$ cat src/rtl/seic_pkg.sv
// Shared constants, types and calendar helpers for the scheduled integration block
package seic_pkg;

  // ----------------------------------------
  // Timing
  // ----------------------------------------
  localparam int CLK_KHZ  = 40000;
  localparam int TICK_MS  = 1000;
  localparam int TICK_CYC = CLK_KHZ * TICK_MS;
  localparam int ZCAL_S   = 3600;
  localparam int MAX_H    = 10000;
  localparam int MAX_S    = MAX_H * 3600;
  localparam int ZCAL_CYC = 16;

  // ----------------------------------------
  // Register byte offsets
  // ----------------------------------------
  localparam logic [7:0] A_CTRL  = 8'h00;
  localparam logic [7:0] A_CMD   = 8'h04;
  localparam logic [7:0] A_TMR_H = 8'h08;
  localparam logic [7:0] A_TMR_M = 8'h0C;
  localparam logic [7:0] A_BEG_D = 8'h10;
  localparam logic [7:0] A_BEG_T = 8'h14;
  localparam logic [7:0] A_END_D = 8'h18;
  localparam logic [7:0] A_END_T = 8'h1C;
  localparam logic [7:0] A_NOW_D = 8'h20;
  localparam logic [7:0] A_NOW_T = 8'h24;
  localparam logic [7:0] A_STAT  = 8'h28;
  localparam logic [7:0] A_ELAP  = 8'h2C;
  localparam logic [7:0] A_DPOS  = 8'h30;
  localparam logic [7:0] A_DNEG  = 8'h34;
  localparam logic [7:0] A_DTIM  = 8'h38;

  // ----------------------------------------
  // Fields and reset values
  // ----------------------------------------
  localparam int F_MODE = 0;
  localparam int F_ACAL = 2;
  localparam int F_METH = 3;
  localparam int C_SS   = 0;
  localparam int C_HOLD = 1;
  localparam int C_SGL  = 2;
  localparam int C_RST  = 3;
  localparam int S_HOLD = 2;
  localparam int S_VAL  = 3;
  localparam int S_DERR = 4;
  localparam int S_LIM  = 5;
  localparam int S_ZCAL = 6;
  localparam logic [31:0] CTRL_RST = 32'h0000_0000;
  localparam logic [1:0] MODE_NORM = 2'h0;
  localparam logic [1:0] MODE_CONT = 2'h1;
  localparam logic [1:0] MODE_SCH  = 2'h2;
  localparam logic [1:0] MODE_SREP = 2'h3;

  typedef enum logic [1:0] {ST_RESET, ST_READY, ST_START, ST_STOP} seic_state_t;

  function automatic logic [4:0] days_in(input logic [13:0] y, input logic [3:0] m);
    logic lp;
    lp = ((y % 4) == 0 && (y % 100) != 0) || (y % 400) == 0;
    case (m)
      4'h2:                   days_in = lp ? 5'h1D : 5'h1C;
      4'h4, 4'h6, 4'h9, 4'hB: days_in = 5'h1E;
      default:                days_in = 5'h1F;
    endcase
  endfunction : days_in

  function automatic logic dt_ok(input logic [31:0] d, input logic [31:0] t);
    dt_ok = d[11:8] >= 4'h1 && d[11:8] <= 4'hC && d[4:0] >= 5'h01 &&
            d[4:0] <= days_in(d[29:16], d[11:8]) &&
            t[20:16] < 5'h18 && t[13:8] < 6'h3C && t[5:0] < 6'h3C;
  endfunction : dt_ok

endpackage : seic_pkg

$ cat src/rtl/seic_cal.sv
// Calendar clock, advanced by the one-second tick, loadable by software
`timescale 1ns/1ps
module seic_cal (
  input  wire logic        clk_i,
  input  wire logic        rst_i,
  input  wire logic        tick_i,
  input  wire logic        ld_date_i,
  input  wire logic        ld_time_i,
  input  wire logic [31:0] dat_i,
  output logic      [39:0] now_o
);
  import seic_pkg::*;

  logic [13:0] yr_r;
  logic [3:0]  mo_r;
  logic [4:0]  dy_r;
  logic [4:0]  hr_r;
  logic [5:0]  mi_r;
  logic [5:0]  sc_r;

  wire s_wrap = sc_r == 6'h3B;
  wire m_wrap = s_wrap && mi_r == 6'h3B;
  wire h_wrap = m_wrap && hr_r == 5'h17;
  wire d_wrap = h_wrap && dy_r >= days_in(yr_r, mo_r);
  wire y_wrap = d_wrap && mo_r == 4'hC;

  assign now_o = {yr_r, mo_r, dy_r, hr_r, mi_r, sc_r};

  always_ff @(posedge clk_i) begin
    if (rst_i) begin
      {yr_r, mo_r, dy_r} <= {14'h0000, 4'h1, 5'h01};
      {hr_r, mi_r, sc_r} <= 17'h00000;
    end else if (ld_date_i || ld_time_i) begin
      if (ld_date_i) {yr_r, mo_r, dy_r} <= {dat_i[29:16], dat_i[11:8], dat_i[4:0]};
      if (ld_time_i) {hr_r, mi_r, sc_r} <= {dat_i[20:16], dat_i[13:8], dat_i[5:0]};
    end else if (tick_i) begin
      // Leap-year aware day rollover
      sc_r <= s_wrap ? 6'h00 : sc_r + 6'h01;
      if (s_wrap) mi_r <= m_wrap ? 6'h00 : mi_r + 6'h01;
      if (m_wrap) hr_r <= h_wrap ? 5'h00 : hr_r + 5'h01;
      if (h_wrap) dy_r <= d_wrap ? 5'h01 : dy_r + 5'h01;
      if (d_wrap) mo_r <= y_wrap ? 4'h1 : mo_r + 4'h1;
      if (y_wrap) yr_r <= yr_r + 14'h0001;
    end
  end

endmodule : seic_cal

$ cat src/rtl/seic_acc.sv
// Saturation-checked signed accumulator for one polarity
`timescale 1ns/1ps
module seic_acc #(
  parameter int ACC_W = 32,
  parameter int SMP_W = 16
) (
  input  wire logic                    clk_i,
  input  wire logic                    rst_i,
  input  wire logic                    clr_i,
  input  wire logic                    add_i,
  input  wire logic signed [SMP_W-1:0] val_i,
  output logic signed      [ACC_W-1:0] acc_o,
  output logic                         lim_o
);
  logic signed [ACC_W:0] sum_w;

  assign sum_w = {acc_o[ACC_W-1], acc_o} + (ACC_W + 1)'(val_i);
  // Refusing the add keeps the value from before the overflowing sample
  assign lim_o = add_i && (sum_w[ACC_W] != sum_w[ACC_W-1]);

  always_ff @(posedge clk_i) begin
    if (rst_i || clr_i) begin
      acc_o <= '0;
    end else if (add_i && !lim_o) begin
      acc_o <= sum_w[ACC_W-1:0];
    end
  end

endmodule : seic_acc

$ cat src/rtl/seic_top.sv
// Scheduled energy integration controller with a Wishbone register port
//
// Functional notes
// - Mode field offers single and repeating schedule
// - Start/stop from idle arms Ready only in schedule modes; otherwise it starts at once
// - Ready becomes Start at start time
// - Hold freezes display; second hold refreshes
// - Single command updates display once under hold
// - Start/stop while running stops, keeps values
// - Start/stop before end time resumes accumulation
// - Single schedule stops at end time
// - Repeating schedule restarts at each timer expiry
// - Reset clears values and marks no data
// - Timer expiry or 10000 hours stops single
// - Accumulator limit stops and holds
// - Timer spans zero to 10000 hours exactly
// - Zero timer runs until end or limits
// - Schedule holds year, month, day, time
// - Bad date flagged at launch only
// - Calendar obeys Gregorian leap years
// - Hourly zero compensation only when enabled
// - During compensation add last measured value
// - Polarity method: raw samples or updates
`timescale 1ns/1ps
module seic_top #(
  parameter int TICK_N = seic_pkg::TICK_CYC,
  parameter int ACC_W  = 32,
  parameter int SMP_W  = 16
) (
  input  wire logic                    clk_i,
  input  wire logic                    rst_i,
  input  wire logic                    wb_cyc_i,
  input  wire logic                    wb_stb_i,
  input  wire logic                    wb_we_i,
  input  wire logic [7:0]              wb_adr_i,
  input  wire logic [3:0]              wb_sel_i,
  input  wire logic [31:0]             wb_dat_i,
  output logic      [31:0]             wb_dat_o,
  output logic                         wb_ack_o,
  input  wire logic                    smp_vld_i,
  input  wire logic signed [SMP_W-1:0] smp_i,
  input  wire logic                    upd_i,
  output logic                         zcal_o,
  output seic_pkg::seic_state_t        state_o,
  output logic                         hold_o
);
  import seic_pkg::*;
  // ----------------------------------------
  // Register bus
  // ----------------------------------------
  logic [31:0] ctrl_r;
  logic [31:0] tmr_h_r;
  logic [31:0] tmr_m_r;
  logic [31:0] beg_d_r;
  logic [31:0] beg_t_r;
  logic [31:0] end_d_r;
  logic [31:0] end_t_r;
  logic [31:0] rd_w;
  logic [31:0] wmask_w;
  logic [3:0]  cmd_r;
  wire req_w = wb_cyc_i && wb_stb_i && !wb_ack_o;
  wire wr_w  = req_w && wb_we_i;
  assign wmask_w = {{8{wb_sel_i[3]}}, {8{wb_sel_i[2]}}, {8{wb_sel_i[1]}}, {8{wb_sel_i[0]}}};
  wire [31:0] wd_w   = wb_dat_i & wmask_w;
  wire        wr_cmd = wr_w && wb_adr_i == A_CMD;

  function automatic logic [31:0] merge(input logic [31:0] old, input logic [31:0] m,
                                        input logic [31:0] d);
    merge = (old & ~m) | (d & m);
  endfunction : merge

  always_ff @(posedge clk_i) begin
    if (rst_i) begin
      wb_ack_o <= 1'b0;
      wb_dat_o <= 32'h0000_0000;
      cmd_r    <= 4'h0;
    end else begin
      wb_ack_o <= req_w;
      wb_dat_o <= req_w ? rd_w : 32'h0000_0000;
      cmd_r    <= wr_cmd ? wd_w[3:0] : 4'h0;
    end
  end

  always_ff @(posedge clk_i) begin
    if (rst_i) begin
      ctrl_r  <= CTRL_RST;
      tmr_h_r <= 32'h0000_0000;
      tmr_m_r <= 32'h0000_0000;
      beg_d_r <= 32'h0000_0000;
      beg_t_r <= 32'h0000_0000;
      end_d_r <= 32'h0000_0000;
      end_t_r <= 32'h0000_0000;
    end else if (wr_w) begin
      // Dates are stored unchecked; validity is judged at launch
      if (wb_adr_i == A_CTRL)  ctrl_r  <= merge(ctrl_r,  wmask_w, wb_dat_i);
      if (wb_adr_i == A_TMR_H) tmr_h_r <= merge(tmr_h_r, wmask_w, wb_dat_i);
      if (wb_adr_i == A_TMR_M) tmr_m_r <= merge(tmr_m_r, wmask_w, wb_dat_i);
      if (wb_adr_i == A_BEG_D) beg_d_r <= merge(beg_d_r, wmask_w, wb_dat_i);
      if (wb_adr_i == A_BEG_T) beg_t_r <= merge(beg_t_r, wmask_w, wb_dat_i);
      if (wb_adr_i == A_END_D) end_d_r <= merge(end_d_r, wmask_w, wb_dat_i);
      if (wb_adr_i == A_END_T) end_t_r <= merge(end_t_r, wmask_w, wb_dat_i);
    end
  end
  // ----------------------------------------
  // Decoded controls
  // ----------------------------------------
  wire [1:0] mode_w = ctrl_r[F_MODE +: 2];
  wire sched_w = mode_w == MODE_SCH || mode_w == MODE_SREP;
  wire rep_w   = mode_w == MODE_SREP;
  wire acal_w  = ctrl_r[F_ACAL];
  wire meth_w  = ctrl_r[F_METH];
  wire ss_p    = cmd_r[C_SS];
  wire hold_p  = cmd_r[C_HOLD];
  wire sgl_p   = cmd_r[C_SGL];
  wire rst_p   = cmd_r[C_RST];

  // Hours clamp at 10000 and minutes/seconds are then forced to zero
  wire h_max = tmr_h_r[13:0] >= 14'(MAX_H);
  wire [31:0] tmr_s_w = h_max ? 32'(MAX_S) :
    32'(tmr_h_r[13:0]) * 32'h0000_0E10 + 32'(tmr_m_r[13:8]) * 32'h0000_003C + 32'(tmr_m_r[5:0]);
  wire tmr_on = tmr_s_w != 32'h0000_0000;
  // ----------------------------------------
  // One-second timebase and calendar
  // ----------------------------------------
  logic [31:0] div_r;
  logic        tick_r;
  logic [39:0] now_w;

  always_ff @(posedge clk_i) begin
    if (rst_i || div_r == 32'(TICK_N - 1)) begin
      div_r  <= 32'h0000_0000;
      tick_r <= !rst_i;
    end else begin
      div_r  <= div_r + 32'h0000_0001;
      tick_r <= 1'b0;
    end
  end

  seic_cal u_cal (
    .clk_i     (clk_i),
    .rst_i     (rst_i),
    .tick_i    (tick_r),
    .ld_date_i (wr_w && wb_adr_i == A_NOW_D),
    .ld_time_i (wr_w && wb_adr_i == A_NOW_T),
    .dat_i     (merge(32'h0000_0000, wmask_w, wb_dat_i)),
    .now_o     (now_w)
  );

  // Packed {year,month,day,hour,min,sec} compares as one number
  wire [39:0] beg_w = {beg_d_r[29:16], beg_d_r[11:8], beg_d_r[4:0],
                       beg_t_r[20:16], beg_t_r[13:8], beg_t_r[5:0]};
  wire [39:0] end_w = {end_d_r[29:16], end_d_r[11:8], end_d_r[4:0],
                       end_t_r[20:16], end_t_r[13:8], end_t_r[5:0]};
  wire at_beg  = now_w >= beg_w;
  wire at_end  = now_w >= end_w;
  wire date_ok = dt_ok(beg_d_r, beg_t_r) && dt_ok(end_d_r, end_t_r);
  // ----------------------------------------
  // Integration state
  // ----------------------------------------
  seic_state_t st_r;
  logic [31:0] el_r;
  logic        val_r;
  logic        derr_r;
  logic        lim_r;
  logic        clr_r;
  logic [1:0]  lim_w;
  wire run_w   = st_r == ST_START;
  wire [31:0] el_nxt_w = el_r + 32'h0000_0001;
  wire tmr_exp = tmr_on && el_nxt_w >= tmr_s_w;
  wire any_lim = |lim_w;

  always_ff @(posedge clk_i) begin
    if (rst_i) begin
      st_r   <= ST_RESET;
      el_r   <= 32'h0000_0000;
      val_r  <= 1'b0;
      derr_r <= 1'b0;
      lim_r  <= 1'b0;
      clr_r  <= 1'b0;
    end else begin
      clr_r <= 1'b0;
      if (rst_p) begin
        st_r  <= ST_RESET;
        el_r  <= 32'h0000_0000;
        val_r <= 1'b0;
        lim_r <= 1'b0;
        clr_r <= 1'b1;
      end else if (ss_p) begin
        case (st_r)
          ST_RESET: begin
            derr_r <= sched_w && !date_ok;
            if (!sched_w) begin
              st_r  <= ST_START;
              val_r <= 1'b1;
            end else if (date_ok) begin
              st_r <= ST_READY;
            end
          end
          ST_READY: st_r <= ST_RESET;
          ST_START: st_r <= ST_STOP;
          ST_STOP:  if (!lim_r && !(sched_w && at_end)) st_r <= ST_START;
          default:  st_r <= ST_RESET;
        endcase
      end else if (run_w && any_lim) begin
        st_r  <= ST_STOP;
        lim_r <= 1'b1;
      end else if (tick_r && st_r == ST_READY && at_beg) begin
        st_r  <= ST_START;
        val_r <= 1'b1;
      end else if (tick_r && run_w) begin
        el_r <= el_nxt_w;
        if (sched_w && at_end) begin
          st_r <= ST_STOP;
        end else if (rep_w && tmr_exp) begin
          el_r  <= 32'h0000_0000;
          clr_r <= 1'b1;
        end else if (!rep_w && (tmr_exp || el_nxt_w > 32'(MAX_S))) begin
          st_r <= ST_STOP;
        end
      end
    end
  end
  // ----------------------------------------
  // Zero compensation and accumulation
  // ----------------------------------------
  logic [11:0]             hr_cnt_r;
  logic [7:0]              zc_cnt_r;
  logic signed [SMP_W-1:0] last_r;
  logic signed [ACC_W-1:0] acc_w [2];

  always_ff @(posedge clk_i) begin
    if (rst_i || !run_w || !acal_w) begin
      hr_cnt_r <= 12'h000;
      zc_cnt_r <= 8'h00;
      zcal_o   <= 1'b0;
    end else begin
      if (tick_r) hr_cnt_r <= (hr_cnt_r == 12'(ZCAL_S - 1)) ? 12'h000 : hr_cnt_r + 12'h001;
      if (tick_r && hr_cnt_r == 12'(ZCAL_S - 1)) begin
        zcal_o   <= 1'b1;
        zc_cnt_r <= 8'(ZCAL_CYC - 1);
      end else if (zc_cnt_r != 8'h00) begin
        zc_cnt_r <= zc_cnt_r - 8'h01;
      end else begin
        zcal_o <= 1'b0;
      end
    end
  end

  // Measured value frozen while the zero level is being compensated
  always_ff @(posedge clk_i) begin
    if (rst_i) last_r <= '0;
    else if (smp_vld_i && !zcal_o) last_r <= smp_i;
  end

  wire signed [SMP_W-1:0] add_val = zcal_o ? last_r : smp_i;
  // Raw samples each, or one value per update interval
  wire add_ev = run_w && (meth_w ? upd_i : (smp_vld_i || zcal_o));

  genvar p;
  generate
    for (p = 0; p < 2; p++) begin : g_pol
      seic_acc #(.ACC_W(ACC_W), .SMP_W(SMP_W)) u_acc (
        .clk_i (clk_i),
        .rst_i (rst_i),
        .clr_i (clr_r),
        .add_i (add_ev && (add_val[SMP_W-1] == (p == 1))),
        .val_i (add_val),
        .acc_o (acc_w[p]),
        .lim_o (lim_w[p])
      );
    end
  endgenerate
  // ----------------------------------------
  // Display hold
  // ----------------------------------------
  logic [31:0] dpos_r;
  logic [31:0] dneg_r;
  logic [31:0] dtim_r;
  logic        sgl_r;
  wire disp_ld = rst_p || (!hold_o && (upd_i || hold_p)) || (hold_o && (hold_p || (sgl_r && upd_i)));

  always_ff @(posedge clk_i) begin
    if (rst_i) begin
      hold_o <= 1'b0;
      sgl_r  <= 1'b0;
    end else begin
      if (hold_p) hold_o <= !hold_o;
      if (sgl_p && hold_o) sgl_r <= 1'b1;
      else if (upd_i || hold_p) sgl_r <= 1'b0;
    end
  end

  always_ff @(posedge clk_i) begin
    if (rst_i) begin
      dpos_r <= 32'h0000_0000;
      dneg_r <= 32'h0000_0000;
      dtim_r <= 32'h0000_0000;
    end else if (disp_ld) begin
      dpos_r <= rst_p ? 32'h0000_0000 : 32'(acc_w[0]);
      dneg_r <= rst_p ? 32'h0000_0000 : 32'(acc_w[1]);
      dtim_r <= rst_p ? 32'h0000_0000 : el_r;
    end
  end

  always_ff @(posedge clk_i) begin
    if (rst_i) state_o <= ST_RESET;
    else state_o <= st_r;
  end
  // ----------------------------------------
  // Read decode
  // ----------------------------------------
  wire [31:0] stat_w = {25'h0, zcal_o, lim_r, derr_r, val_r, hold_o, st_r};
  always_comb begin
    case (wb_adr_i)
      A_CTRL:  rd_w = ctrl_r;
      A_TMR_H: rd_w = tmr_h_r;
      A_TMR_M: rd_w = tmr_m_r;
      A_BEG_D: rd_w = beg_d_r;
      A_BEG_T: rd_w = beg_t_r;
      A_END_D: rd_w = end_d_r;
      A_END_T: rd_w = end_t_r;
      A_NOW_D: rd_w = {2'h0, now_w[39:26], 4'h0, now_w[25:22], 3'h0, now_w[21:17]};
      A_NOW_T: rd_w = {11'h0, now_w[16:12], 2'h0, now_w[11:6], 2'h0, now_w[5:0]};
      A_STAT:  rd_w = stat_w;
      A_ELAP:  rd_w = el_r;
      A_DPOS:  rd_w = dpos_r;
      A_DNEG:  rd_w = dneg_r;
      A_DTIM:  rd_w = dtim_r;
      default: rd_w = 32'h0000_0000;
    endcase
  end
endmodule : seic_top

$ cat config.mk
export PLATFORM = sky130hd
export DESIGN_NAME = seic_top
export DESIGN_NICKNAME = d
export VERILOG_FILES = /design/src/rtl/seic_pkg.sv /design/src/rtl/seic_cal.sv /design/src/rtl/seic_acc.sv /design/src/rtl/seic_top.sv
export SDC_FILE = /design/constraint.sdc
export NUM_CORES = 2
export LEC_CHECK = 0
export ABC_AREA = 1
export BUFFER_PORTS_ARGS = -buffer_cell sky130_fd_sc_hd__buf_2
export CORE_ASPECT_RATIO = 0.8
export CORE_MARGIN = 2
export CORE_UTILIZATION = 45
export DETAILED_ROUTE_END_ITERATION = 8
export GPL_TIMING_DRIVEN = 0
export PLACE_DENSITY_LB_ADDON = 0.15
export SETUP_SLACK_MARGIN = 0.05
export SLEW_MARGIN = 0
export SYNTH_ARGS = -nofsm -noshare
export SYNTH_HDL_FRONTEND = slang
export SYNTH_HIERARCHICAL = 1
export SYNTH_SLANG_ARGS = --single-unit
$ cat constraint.sdc
create_clock -name clk_i -period 13.9 [get_ports clk_i]
set_input_delay 1.39 -clock clk_i [delete_from_list [all_inputs] [get_ports clk_i]]
set_output_delay 1.39 -clock clk_i [all_outputs]
set_load 0.01 [all_outputs]
==> metrics <==
crit start category flop; initial drt markers 4,924; WL final 154,000 um; worst hold slack 446 ps; initial antenna violation count 12; buffer and inverter count on the worst path 3; CP max FO 11; synth-to-layout area growth 10.8%; Tightest Hold Check Type flop to flop; Worst EP required 14,450 ps; clock share of power 50.0%; skew final 32.6 ps; nets@finish 6,525; Port-buffer cells 103; Chip Width 338 um; FP Rows 97; element type at the critical path end flop; Final setup viols 0; vias in the first global route 37,193; final global-route overflow total 0; Final Hold Fails 0; Comb pwr share 6.0%; Final Max Tran Viols 22; DR vias 41,949; FILL cells 9,075; Mapped Nets 6,353; # hold bufs at CTS 0; Layout Cells excl Fill 7,380; routed wire length per instance 20.8 um; clock tree from TritonCTS done; I/O pin count 104; violated checks max-capacitance violations, max-slew violations; Remaining DRCs 0; share of layout cells above drive strength 1 8.22%; wire length of the first global-routing pass 229,000 um; Initial Util 45.6%; DP HPWL 121,000 um; Die ar. 91,600 um^2; P per Cell Area 84.6 nW/um^2; gpl congestion 1.05; VDD IR max 0.0718 mV; LEAKAGE 19.8 nW; pin count of the biggest net entering global routing 36; Crit path top cell by count nand2_2; RSZ-0062 raised after global routing false; syn_area_per_cell 6.73 um^2; CTS HTree Levels 3; Max-Cap Viols 2; TNS Setup 0 ps; arrival time at the worst endpoint 8470 ps; clk_lat worst skew 630 ps; final setup margin 5980 ps; switching power 0.944 mW; ratio of final minimum period to clock period 57.0%; Clk pin slew, worst setup/hold paths 60 ps; CP delay by family, top simple AND/OR/NAND/NOR gates; part of the power in registers 44.0%; Max Freq 0.126 GHz; Routed Antenna Nets 0; placed cells 7,253; CTS buffer count 66; core area 88,000 um^2; CP max stage delay 750 ps; # resized after CTS 0; clk buf depth 3; Crit-path slowest cell a21oi_1; DR vias/cell 5.68; Least-Margin Pin Slew 1560 ps; pre-CTS setup slack 6270 ps; Post-Syn Instances 5,962; Root Driver clkbuf_16; status finished with violations; slew margin rel. -4.26%; post-layout min period 7920 ps; Int Power 2.82 mW; switch share 25.1%; DR pass1 iterations 6; Post-CTS Setup Bufs 0; Clock Sink Count 573; kind of critical path flop to flop; Syn Std Cell Area 40,100 um^2; yosys warns 6; Die Span Y 271 um; GRT Overall Usage 32.7%
==> placed cells by master (no fill, tap or decap), types with 66 or more instances in the layout <==
cell       instances
nand2_1         1140
inv_1            907
dfxtp_1          573
a21oi_1          557
o21ai_0          461
nor2_1           419
nand3_1          390
ha_1             290
clkbuf_1         165
nand4_1          113
buf_2            113
nand2_2          106
o22ai_1          106
nor3_1            83
clkbuf_16         67
xor2_1            66
==> final cells by class <==
cell class | count | area (um^2) | share of cell area [%]
clock buffers | 87 | 1890 | 4.25
repair buffers | 104 | 528 | 1.19
inverters | 953 | 3580 | 8.05
flip-flops and latches | 573 | 11500 | 25.8
well taps | 1188 | 1490 | 3.34
clock inverters | 30 | 387 | 0.870
plain buffers | 203 | 883 | 1.99
diodes | 9 | 22.5 | 0.0507
multi-input cells | 4233 | 24200 | 54.5
==> layer usage <==
| layer | GRT usage [%] | wire, um | vias up |
|---|---|---|---|
| met5 | 1.14 | 184 | - |
| met4 | 11.0 | 5620 | 8 |
| met3 | 8.03 | 17300 | 345 |
| met2 | 45.2 | 59900 | 2011 |
| met1 | 48.6 | 70700 | 19383 |
| li1 | - | - | 20202 |
==> final timing paths <==
check | start | to | slack (ps) | cells after the start
worst max-delay path | u_cal/yr_r[11] | u_cal/yr_r[13] | 5980 | 49
worst min-delay path | flop | flop | 450 | 2
worst max register to register | u_cal/yr_r[11] | u_cal/yr_r[13] | 5980 | 49
worst min register to register | flop | flop | 450 | 2
==> worst register-to-register path: cells and delay by family, from the launching register on <==
kind            cells  cell delay [ps]
compound gates      8             1840
fa+ha+maj           2              580
flops               1              610
simple gates       36             4020
buf+inv             3              790
==> stage by stage <==
stage,total power [mW],cell area [um^2],util [%]
global route,3.86,44400,50.5
CTS,3.77,44400,50.5
global placement,1.91,42100,47.9
floorplan,1.82,40100,-
detailed placement,1.91,42100,47.9
finish,3.76,44500,50.5
==> power groups by stage <==
stage / clock network (mW) / registers [mW] / logic (mW)
6_report: 1.88 / 1.66 / 0.225
5_1_grt: 1.96 / 1.66 / 0.241
4_1_cts: 1.89 / 1.66 / 0.215
3_5_place_dp: 0 / 1.69 / 0.214
3_3_place_gp: 0 / 1.69 / 0.213
2_1_floorplan: 0 / 1.69 / 0.126
Note: power is estimated with default switching activity, not from simulation.
